## src/swpm_pkg.sv

```systemverilog
package swpm_pkg;

  // ****************************************
  // Timing
  // ****************************************
  // Always-on oscillator rate and the system clock that samples it
  localparam int unsigned LFOSC_HZ       = 10000;
  localparam int unsigned CLK_HZ         = 40000000;
  // System clock cycles per low-frequency oscillator period
  localparam int unsigned LF_DIV_CYCLES  = CLK_HZ / LFOSC_HZ;
  localparam int unsigned LF_DIV_W       = 12;
  localparam logic [LF_DIV_W-1:0] LF_DIV_LAST = LF_DIV_W'(LF_DIV_CYCLES - 1);

  // ****************************************
  // Watchdog and reset values
  // ****************************************
  localparam int unsigned WDOG_W         = 16;
  localparam logic [WDOG_W-1:0] WDOG_RESET   = 16'h0000;
  localparam logic [LF_DIV_W-1:0] DIV_RESET  = 12'h000;

  // Wake source indices
  localparam int unsigned WAKE_PIN       = 0;
  localparam int unsigned WAKE_WDOG      = 1;
  localparam int unsigned WAKE_I2C_ADDR  = 2;
  localparam int unsigned WAKE_I2C_FIFO  = 3;
  localparam int unsigned WAKE_N         = 4;
  localparam logic [WAKE_N-1:0] WAKE_RESET = 4'h0;

  // Power states, one-hot
  typedef enum logic [1:0] {
    SWPM_NORMAL = 2'b01,
    SWPM_SLEEP  = 2'b10
  } swpm_state_type;

endpackage : swpm_pkg

```

## src/swpm_power_manager.sv

```systemverilog
`timescale 1ns/1ps
// Functional notes
// [RL1] The manager is always in exactly one of Normal or Sleep, never both.
// [RL2] The manager stays powered and runs only on the low-speed oscillator tick; here all logic runs on clk_i and only the watchdog counts ticks.
// [RL3] The 10 kHz oscillator never stops; its tick is derived and never gated.
// [RL4] Fabric decides on sleep, loads the wake time, then issues the sleep command.
// [RL5] In Sleep the user wake pin or watchdog expiry wakes the device.
// [RL6] In Sleep an I2C address match or full FIFO on the wake-capable core wakes it.
// [RL7] In Sleep the core is power gated while configuration and block RAM are retained.
// [RL8] In Sleep the manager and its pins stay active to see wake events.
// [RL9] In Normal every element is enabled as the design needs.
// [RL10] Sleep is entered only on command; the first wake event returns to Normal.
module swpm_power_manager
  import swpm_pkg::*;
(
  input  wire logic              clk_i,
  input  wire logic              rst_b_i,
  input  wire logic              sleep_cmd_i,
  input  wire logic [WDOG_W-1:0] wake_time_i,
  input  wire logic              wdog_en_i,
  input  wire logic              user_wake_pin_i,
  input  wire logic              i2c_addr_match_i,
  input  wire logic              i2c_fifo_full_i,
  output logic                   normal_o,
  output logic                   sleep_o,
  output logic                   core_power_en_o,
  output logic                   retain_o,
  output logic                   lf_tick_o,
  output logic [WAKE_N-1:0]      wake_cause_o,
  output logic                   wake_pulse_o
);

  // ****************************************
  // Pin synchroniser
  // ****************************************
  logic [2:0] pin_meta_q;
  logic [2:0] pin_sync_q;
  logic [2:0] pin_raw;
  // Wake inputs come from pins and the I2C core on their own timing
  assign pin_raw = {i2c_fifo_full_i, i2c_addr_match_i, user_wake_pin_i};

  // Two stages on every asynchronous wake input; only stage two is read
  // Trade-off: two cycles of wake latency buy a settled sample
  always_ff @(posedge clk_i or negedge rst_b_i) begin
    if (!rst_b_i) begin
      pin_meta_q <= 3'h0;
      pin_sync_q <= 3'h0;
    end else begin
      pin_meta_q <= pin_raw;
      pin_sync_q <= pin_meta_q;
    end
  end

  // ****************************************
  // Low-frequency tick
  // ****************************************
  logic [LF_DIV_W-1:0] div_q;
  logic [LF_DIV_W-1:0] div_d;
  logic                tick_d;
  logic                tick_q;

  // [RL3] free-running divider
  // No enable input exists, so the tick can never be stopped
  // Tick accuracy follows the system clock, not the oscillator pin
  always_comb begin
    tick_d = (div_q == LF_DIV_LAST);
    div_d  = tick_d ? DIV_RESET : div_q + 1'b1;
  end

  // Divider registers
  always_ff @(posedge clk_i or negedge rst_b_i) begin
    if (!rst_b_i) begin
      div_q  <= DIV_RESET;
      tick_q <= 1'b0;
    end else begin
      div_q  <= div_d;
      tick_q <= tick_d;
    end
  end

  // ****************************************
  // Power state machine
  // ****************************************
  swpm_state_type      state_q;
  swpm_state_type      state_d;
  // Watchdog count, loaded with the command and counted down while asleep
  logic [WDOG_W-1:0]   wdog_q;
  logic [WDOG_W-1:0]   wdog_d;
  logic                wdog_en_q;
  logic                wdog_en_d;
  logic [WAKE_N-1:0]   wake_vec;
  logic [WAKE_N-1:0]   cause_q;
  logic [WAKE_N-1:0]   cause_d;
  logic                wpulse_d;
  logic                wpulse_q;
  logic                cmd_q;
  logic                cmd_d;
  logic                cmd_rise;

  // Sleep command edge; the command comes from same-clock fabric logic
  // Only a fresh rise counts, so a command left high cannot re-enter
  // sleep straight after a wake
  always_comb begin
    cmd_d    = sleep_cmd_i;
    cmd_rise = sleep_cmd_i & ~cmd_q;
  end

  always_ff @(posedge clk_i or negedge rst_b_i) begin
    if (!rst_b_i) begin
      cmd_q <= 1'b0;
    end else begin
      cmd_q <= cmd_d;
    end
  end

  // [RL5] wake sources
  // [RL6] I2C wake sources
  // [RL8] detection keeps running while asleep
  // Levels, not edges: a source still high at entry wakes at once
  always_comb begin
    wake_vec                = WAKE_RESET;
    wake_vec[WAKE_PIN]      = pin_sync_q[0];
    wake_vec[WAKE_WDOG]     = wdog_en_q && (wdog_q == WDOG_RESET);
    wake_vec[WAKE_I2C_ADDR] = pin_sync_q[1];
    wake_vec[WAKE_I2C_FIFO] = pin_sync_q[2];
  end

  // Next-state logic for the power state, watchdog and wake record
  // [RL2] all sleep timing counts oscillator ticks only
  // The watchdog counts ticks, so the wake time is in oscillator periods
  always_comb begin
    state_d   = state_q;
    wdog_d    = wdog_q;
    wdog_en_d = wdog_en_q;
    cause_d   = cause_q;
    wpulse_d  = 1'b0;
    case (state_q)
      SWPM_NORMAL: begin
        // [RL4] parameters latched with the command
        // [RL10] sleep only on command
        // The old cause stays readable until sleep starts again
        if (cmd_rise) begin
          state_d   = SWPM_SLEEP;
          wdog_d    = wake_time_i;
          wdog_en_d = wdog_en_i;
          cause_d   = WAKE_RESET;
        end
      end
      SWPM_SLEEP: begin
        // [RL10] first wake event ends sleep
        // A wake wins over a decrement in the same cycle
        if (|wake_vec) begin
          state_d   = SWPM_NORMAL;
          cause_d   = wake_vec;
          wpulse_d  = 1'b1;
          wdog_en_d = 1'b0;
        end else if (wdog_en_q && tick_q) begin
          wdog_d = wdog_q - 1'b1;
        end
      end
      // [RL1] illegal codes fall back to Normal
      // Only an upset of the state flops can land here
      default: begin
        state_d   = SWPM_NORMAL;
        wdog_en_d = 1'b0;
      end
    endcase
  end

  // State registers only; every decision is made above
  always_ff @(posedge clk_i or negedge rst_b_i) begin
    if (!rst_b_i) begin
      state_q   <= SWPM_NORMAL;
      wdog_q    <= WDOG_RESET;
      wdog_en_q <= 1'b0;
      cause_q   <= WAKE_RESET;
      wpulse_q  <= 1'b0;
    end else begin
      state_q   <= state_d;
      wdog_q    <= wdog_d;
      wdog_en_q <= wdog_en_d;
      cause_q   <= cause_d;
      wpulse_q  <= wpulse_d;
    end
  end

  // ****************************************
  // Retention hold
  // ****************************************
  logic retain_q;
  logic retain_d;

  // [RL7] retention never released
  // Held in a flop so this output leaves a register like every other one
  always_comb begin
    retain_d = 1'b1;
  end

  always_ff @(posedge clk_i or negedge rst_b_i) begin
    if (!rst_b_i) begin
      retain_q <= 1'b1;
    end else begin
      retain_q <= retain_d;
    end
  end

  // ****************************************
  // Outputs
  // ****************************************
  // Every output leaves a flop with no logic after it
  // Core power follows Normal, so the gate opens on the wake edge
  // [RL1] state flags come from the one-hot bits, so never both
  // [RL7] core gate off in Sleep, retention held
  // [RL9] full power in Normal
  always_comb begin
    normal_o        = state_q[0];
    sleep_o         = state_q[1];
    core_power_en_o = state_q[0];
    retain_o        = retain_q;
    lf_tick_o       = tick_q;
    wake_cause_o    = cause_q;
    wake_pulse_o    = wpulse_q;
  end

endmodule : swpm_power_manager

```

## config.mk

```make
export PLATFORM = sky130hd
export DESIGN_NAME = swpm_power_manager
export DESIGN_NICKNAME = d
export VERILOG_FILES = /design/src/swpm_pkg.sv /design/src/swpm_power_manager.sv
export SDC_FILE = /design/constraint.sdc
export NUM_CORES = 1
export LEC_CHECK = 0
export BUFFER_PORTS_ARGS = -buffer_cell sky130_fd_sc_hd__clkbuf_2
export CAP_MARGIN = 20
export CORE_ASPECT_RATIO = 1.2
export CORE_MARGIN = 2
export CORE_UTILIZATION = 55
export CTS_CLUSTER_DIAMETER = 100
export DETAILED_ROUTE_END_ITERATION = 10
export HOLD_SLACK_MARGIN = 0.15
export PLACE_DENSITY = 0.82
export SYNTH_ARGS = -nofsm -noshare
export SYNTH_HDL_FRONTEND = slang
export SYNTH_SLANG_ARGS = --single-unit
```

## constraint.sdc

```tcl
create_clock -name clk_i -period 4.63 [get_ports clk_i]
set_input_delay 0.6945 -clock clk_i [delete_from_list [all_inputs] [get_ports clk_i]]
set_output_delay 0.6945 -clock clk_i [all_outputs]
set_load 0.01 [all_outputs]
```

After elaboration in Yosys (flattened, before gate mapping)
Index checks and enable logic that the tools add are counted.
- bitwise logic cells: 2
- reduce and logical (&&, ||, !) cells: 8
- eq/ne operators: 7
- multiplexer cells: 16
- $add $sub $neg: 2
- operator list (cell ; count):
    $mux 16 ; 3
    $pmux 16 s2 ; 1
    $logic_not 16->1 ; 1
    $sub 16x1->16 const B ; 1
    $add 12x1->12 const B ; 1
    $eq 12x12->1 const B ; 1
    $mux 12 ; 1
    $mux 4 ; 2
    $ne 2x2->1 const B ; 4
    $pmux 4 s2 ; 1
    $mux 1 ; 4
    $mux 2 ; 2
    $pmux 2 s2 ; 1
    $reduce_and 4->1 ; 1
    $reduce_or 4->1 ; 1
    $reduce_and 3->1 ; 1
    $eq 2x1->1 const B ; 1
    $eq 2x2->1 const B ; 1
    $logic_and 1x1->1 ; 2
    $pmux 1 s2 ; 1
    $reduce_and 2->1 ; 1
    $reduce_bool 2->1 ; 1
    $and 1x1->1 ; 1
    $not 1->1 ; 1
- input bits: 23
- word-level logic and storage cells: 45
- output and inout bits: 10
- register bits after elaboration: 44

Logic depth before layout (Yosys ltp)
- word-level depth: 5
- mapped depth: 7
- depth with buffers taken out: 6

Worst setup path before layout
OpenSTA, ideal clock, no wires.
- path type: register to register
- from: register wdog_q[7]
- to: register wdog_q[11]
- data required time: 4509 ps
- arrival time: 2205 ps
- library setup time: 121 ps
- path buffers: 3
- stages on the path, launching flop included: 8
- clock period less this slack: 2326 ps
- path slack: 2304 ps
- path through: dfrtp_1 -> or4_1 -> buf_2 -> or4_4 -> buf_6 -> o21a_1 -> buf_6 -> a22o_1
- word-level cells in the longest chain between the ends: 5
- elaborated cells on any way between the ends: 9
- classes of those cells: 1 x add/sub; 1 x eq/ne; 3 x mux; 4 x reduce/logical
- ends and longest elaborated chain (element ; line ; source):
    start, declared ; swpm_power_manager.sv:87 ; logic [WDOG_W-1:0] wdog_q;
    start signal, assigned ; swpm_power_manager.sv:180 ; wdog_q <= wdog_d;
    parallel branches: the longest is 5 deep, another holds $sub 16x1->16 ; -- ;
Several ways; the timed one is not identified. The select of a mux whose other input is x is not followed.
A chain may end at the register's enable or synchronous reset.

Worst setup path in the final report
Ends and elaborated chain as after synthesis.

==> metrics <==
Worst R2R End wdog_q[11]$_DFFE_PN0P_; worst r2r path cells 4; Reg power frac 51.6%; EDFF count, synth 0; max-cap violations 0; worst reg2reg startpoint wdog_q[7]$_DFFE_PN0P_; drt pass-1 iters 4; pin count of the biggest net entering global routing 45; Worst-Skew Late Latency approximately 300 ps; crit path time final 2530 ps; top post-synthesis cells by count dfrtp_1, nand2_1, nor2_1, clkbuf_1, o21ai_0; die area 0.00465 mm²; Crit path largest cell delay 700 ps; total global routing overflow 0; initial antenna violation count 0; Post-layout nets 280; Post-CTS Setup Repair Bufs 0; CP max FO 19; total negative slack 0 ps; clock share of power between 30% and 40%; hpwl dp roughly 3.3 mm; RD Place Congestion around 0.86; number of port buffers 31; worst-path cell chain or4_1, or4_4, o21a_1, a22o_1; Synth Register Bits 44; Final Hold Viols 0; most area-consuming cells after synthesis dfrtp_1, nand2_1, nor2_1; async set-reset flop share out of synthesis 100%; Iteration-0 DRC Markers 152; Syn Inst Count 229; Worst R2R Setup Slack approximately 2100 ps; num ports 33; met2 Use GR 40.1%; TritonCTS clock tree yes; hold slack 323 ps; Slew Limit Headroom 65.1%; ANT cells 0; drt drc 0; unrepaired setup endpoints after global routing false; Row Count 25; post-cts gate resize count 0; clk_skew about 6.0 ps; Root Driver clkbuf_8; Mapped Nets ~260; Via density 6.03; Post-Syn Area per Cell around 10 µm²; GR peak layer met2; Worst Max-Slew Pin Slew 522 ps; most frequent cell after synthesis dfrtp_1; Tot Pwr 883 µW; Setup CP Type flop to flop; Critical Path Slowest Stage Cell or4_4; Placed Area 0.00242 mm²; Initial Util between 50% and 60%; Worst VDD drop 0.199 mV; Mapped Area 0.00227 mm²; Yosys top cell by area dfrtp_1; met1 Use GR 25.9%; critical path capture point type flop; Final Slew Violations 0; CP required approximately 4800 ps; Synth top area share 47.5%; crit path launch type flop; post-synthesis sequential area ratio 48.6%; Finish-stage setup viols 0; cts hold-fix bufs 0; vias in the first global route 1786; All-Layer GR Usage 22.2%; Yosys cell types 55; final wirelength 4.85 mm; ANT nets after route 0; DR vias between 1500 and 2000; layout cells sized above 1 21.2%; Die Wd 62.6 µm; net switching power 241 µW; core area between 0.003 and 0.004 mm²; post-route cell area 0.00257 mm²; ys flop type dfrtp_1; post-route clock period utilization 54.6%; GR Util met3 5.75%; first-pass GRT wire length 8.12 mm; Combinational Power Share 14.4%; FMAX 396 MHz; # clock sinks 44; clock transition at the registers of the reported paths around 90 ps; HP Class input port to asynchronous set/reset pin; total power density per cell area 343 mW/mm²; Yosys Warn Count 0; outcome completed; Pint 641 µW; Inserted Clock Buffers 5; LEAKAGE 1.08 nW; clk buf depth 2; Worst EP arrival ~2700 ps; Switching Fraction 27.4%; Die Span Y 74.3 µm; H-tree lvl count 2; Area Overhead vs Synth 13.4%; drt wl/cell approximately 16 µm
power by group through the flow:
| stage | logic (mW) | clock network, mW | registers, mW |
|---|---|---|---|
| 2_1_floorplan | 0.0896 | 0 | 0.454 |
| 3_3_place_gp | 0.122 | 0 | 0.461 |
| 3_5_place_dp | 0.124 | 0 | 0.462 |
| 4_1_cts | 0.125 | 0.305 | 0.455 |
| 5_1_grt | 0.143 | 0.321 | 0.461 |
| 6_report | 0.127 | 0.300 | 0.456 |
cells by family (layout without fill, tap and decap cells):
logic type | Yosys count | after routing | share of synthesized area [%]
other | 1 | 1 | 0.165
xor gates and xnor gates | 8 | 8 | 3.09
and+or+nand+nor | 85 | 85 | 20.0
buffers and inverters | 24 | 50 | 5.08
adders and majority gates | 3 | 3 | 1.66
muxes | 2 | 2 | 0.939
AOI/OAI and AO/OA | 62 | 62 | 20.4
DFF | 44 | 44 | 48.6
worst max-delay path, delay by kind of cell, from the launching register on:
kind            cells  cell delay, ps
compound gates      2             610
flops               1             430
simple gates        2            1370
flip-flops by register name (all words and copies together) (netlist names):
| register | cells |
|---|---|
| cmd_q | 1 |
| wake_pulse_o | 1 |
| div_q | 12 |
| pin_meta_q | 3 |
| wdog_q | 16 |
| state_q | 2 |
| wake_cause_o | 4 |
| pin_sync_q | 3 |
| lf_tick_o | 1 |
| wdog_en_q | 1 |
final cells by class:
cell class,instances,area (µm²)
Clock buffer,5,68.8
Clock inverter,3,47.5
Fill cell,341,1370
Inverter,6,22.5
Multi-Input combinational cell,161,1050
Sequential cell,44,1100
Tap cell,54,67.6
Timing Repair Buffer,36,213
layer usage:
metal | wire, µm | up-vias
met2 | 2500 | 51
met4 | 87 | 0
li1 | - | 900
met5 | 0 | -
met1 | 2000 | 901
met3 | 258 | 11
worst max-delay path by stage:
stage / start / cells after the start / endpoint / slack [ps]
final: wdog_q[7]$_DFFE_PN0P_ / 4 / wdog_q[11]$_DFFE_PN0P_ / 2100
after detailed placement: state_q[0]$_DFFE_PN1P_ / 5 / wdog_q[1]$_DFFE_PN0P_ / 2060
after global routing: wdog_q[7]$_DFFE_PN0P_ / 4 / wdog_q[11]$_DFFE_PN0P_ / 2020
after floorplan: wdog_q[7]$_DFFE_PN0P_ / 7 / wdog_q[11]$_DFFE_PN0P_ / 2300
after CTS: state_q[0]$_DFFE_PN1P_ / 5 / wdog_q[1]$_DFFE_PN0P_ / 2030
after global placement: state_q[0]$_DFFE_PN1P_ / 5 / wdog_q[1]$_DFFE_PN0P_ / 2130
per-stage QoR:
step                worst slack (ps)  std cells  util [%]
detailed placement              2060        299      61.4
global route                    2020        309      65.2
CTS                             2030        307      64.3
global placement                2130        299      61.4
floorplan                       2300        229         -
finish                          2100        309      65.2
cell usage in the layout, fill, tap and decap left out, types with 2 or more instances in the layout:
master and instances:
a21oi_1 5, a22o_1 6, a22oi_1 2, a2bb2oi_1 3
a31oi_1 4, and4_1 2, buf_4 3, clkbuf_2 31
clkbuf_8 5, clkinv_4 2, dfrtp_1 43, ha_1 3
inv_1 6, nand2_1 20, nand2b_1 3, nand3_1 6
nand4_1 3, nor2_1 15, nor2b_1 3, nor3_1 8
nor4_1 7, o211ai_1 5, o21a_1 2, o21ai_0 11
o221a_2 2, o221ai_1 5, o22a_1 2, o22ai_1 2
o2bb2ai_1 2, o31ai_1 2, o41ai_1 2, or2_2 2
or3_1 6, or4_1 2, xnor2_1 5, xor2_1 3
Note: power is estimated with default switching activity, not from simulation.
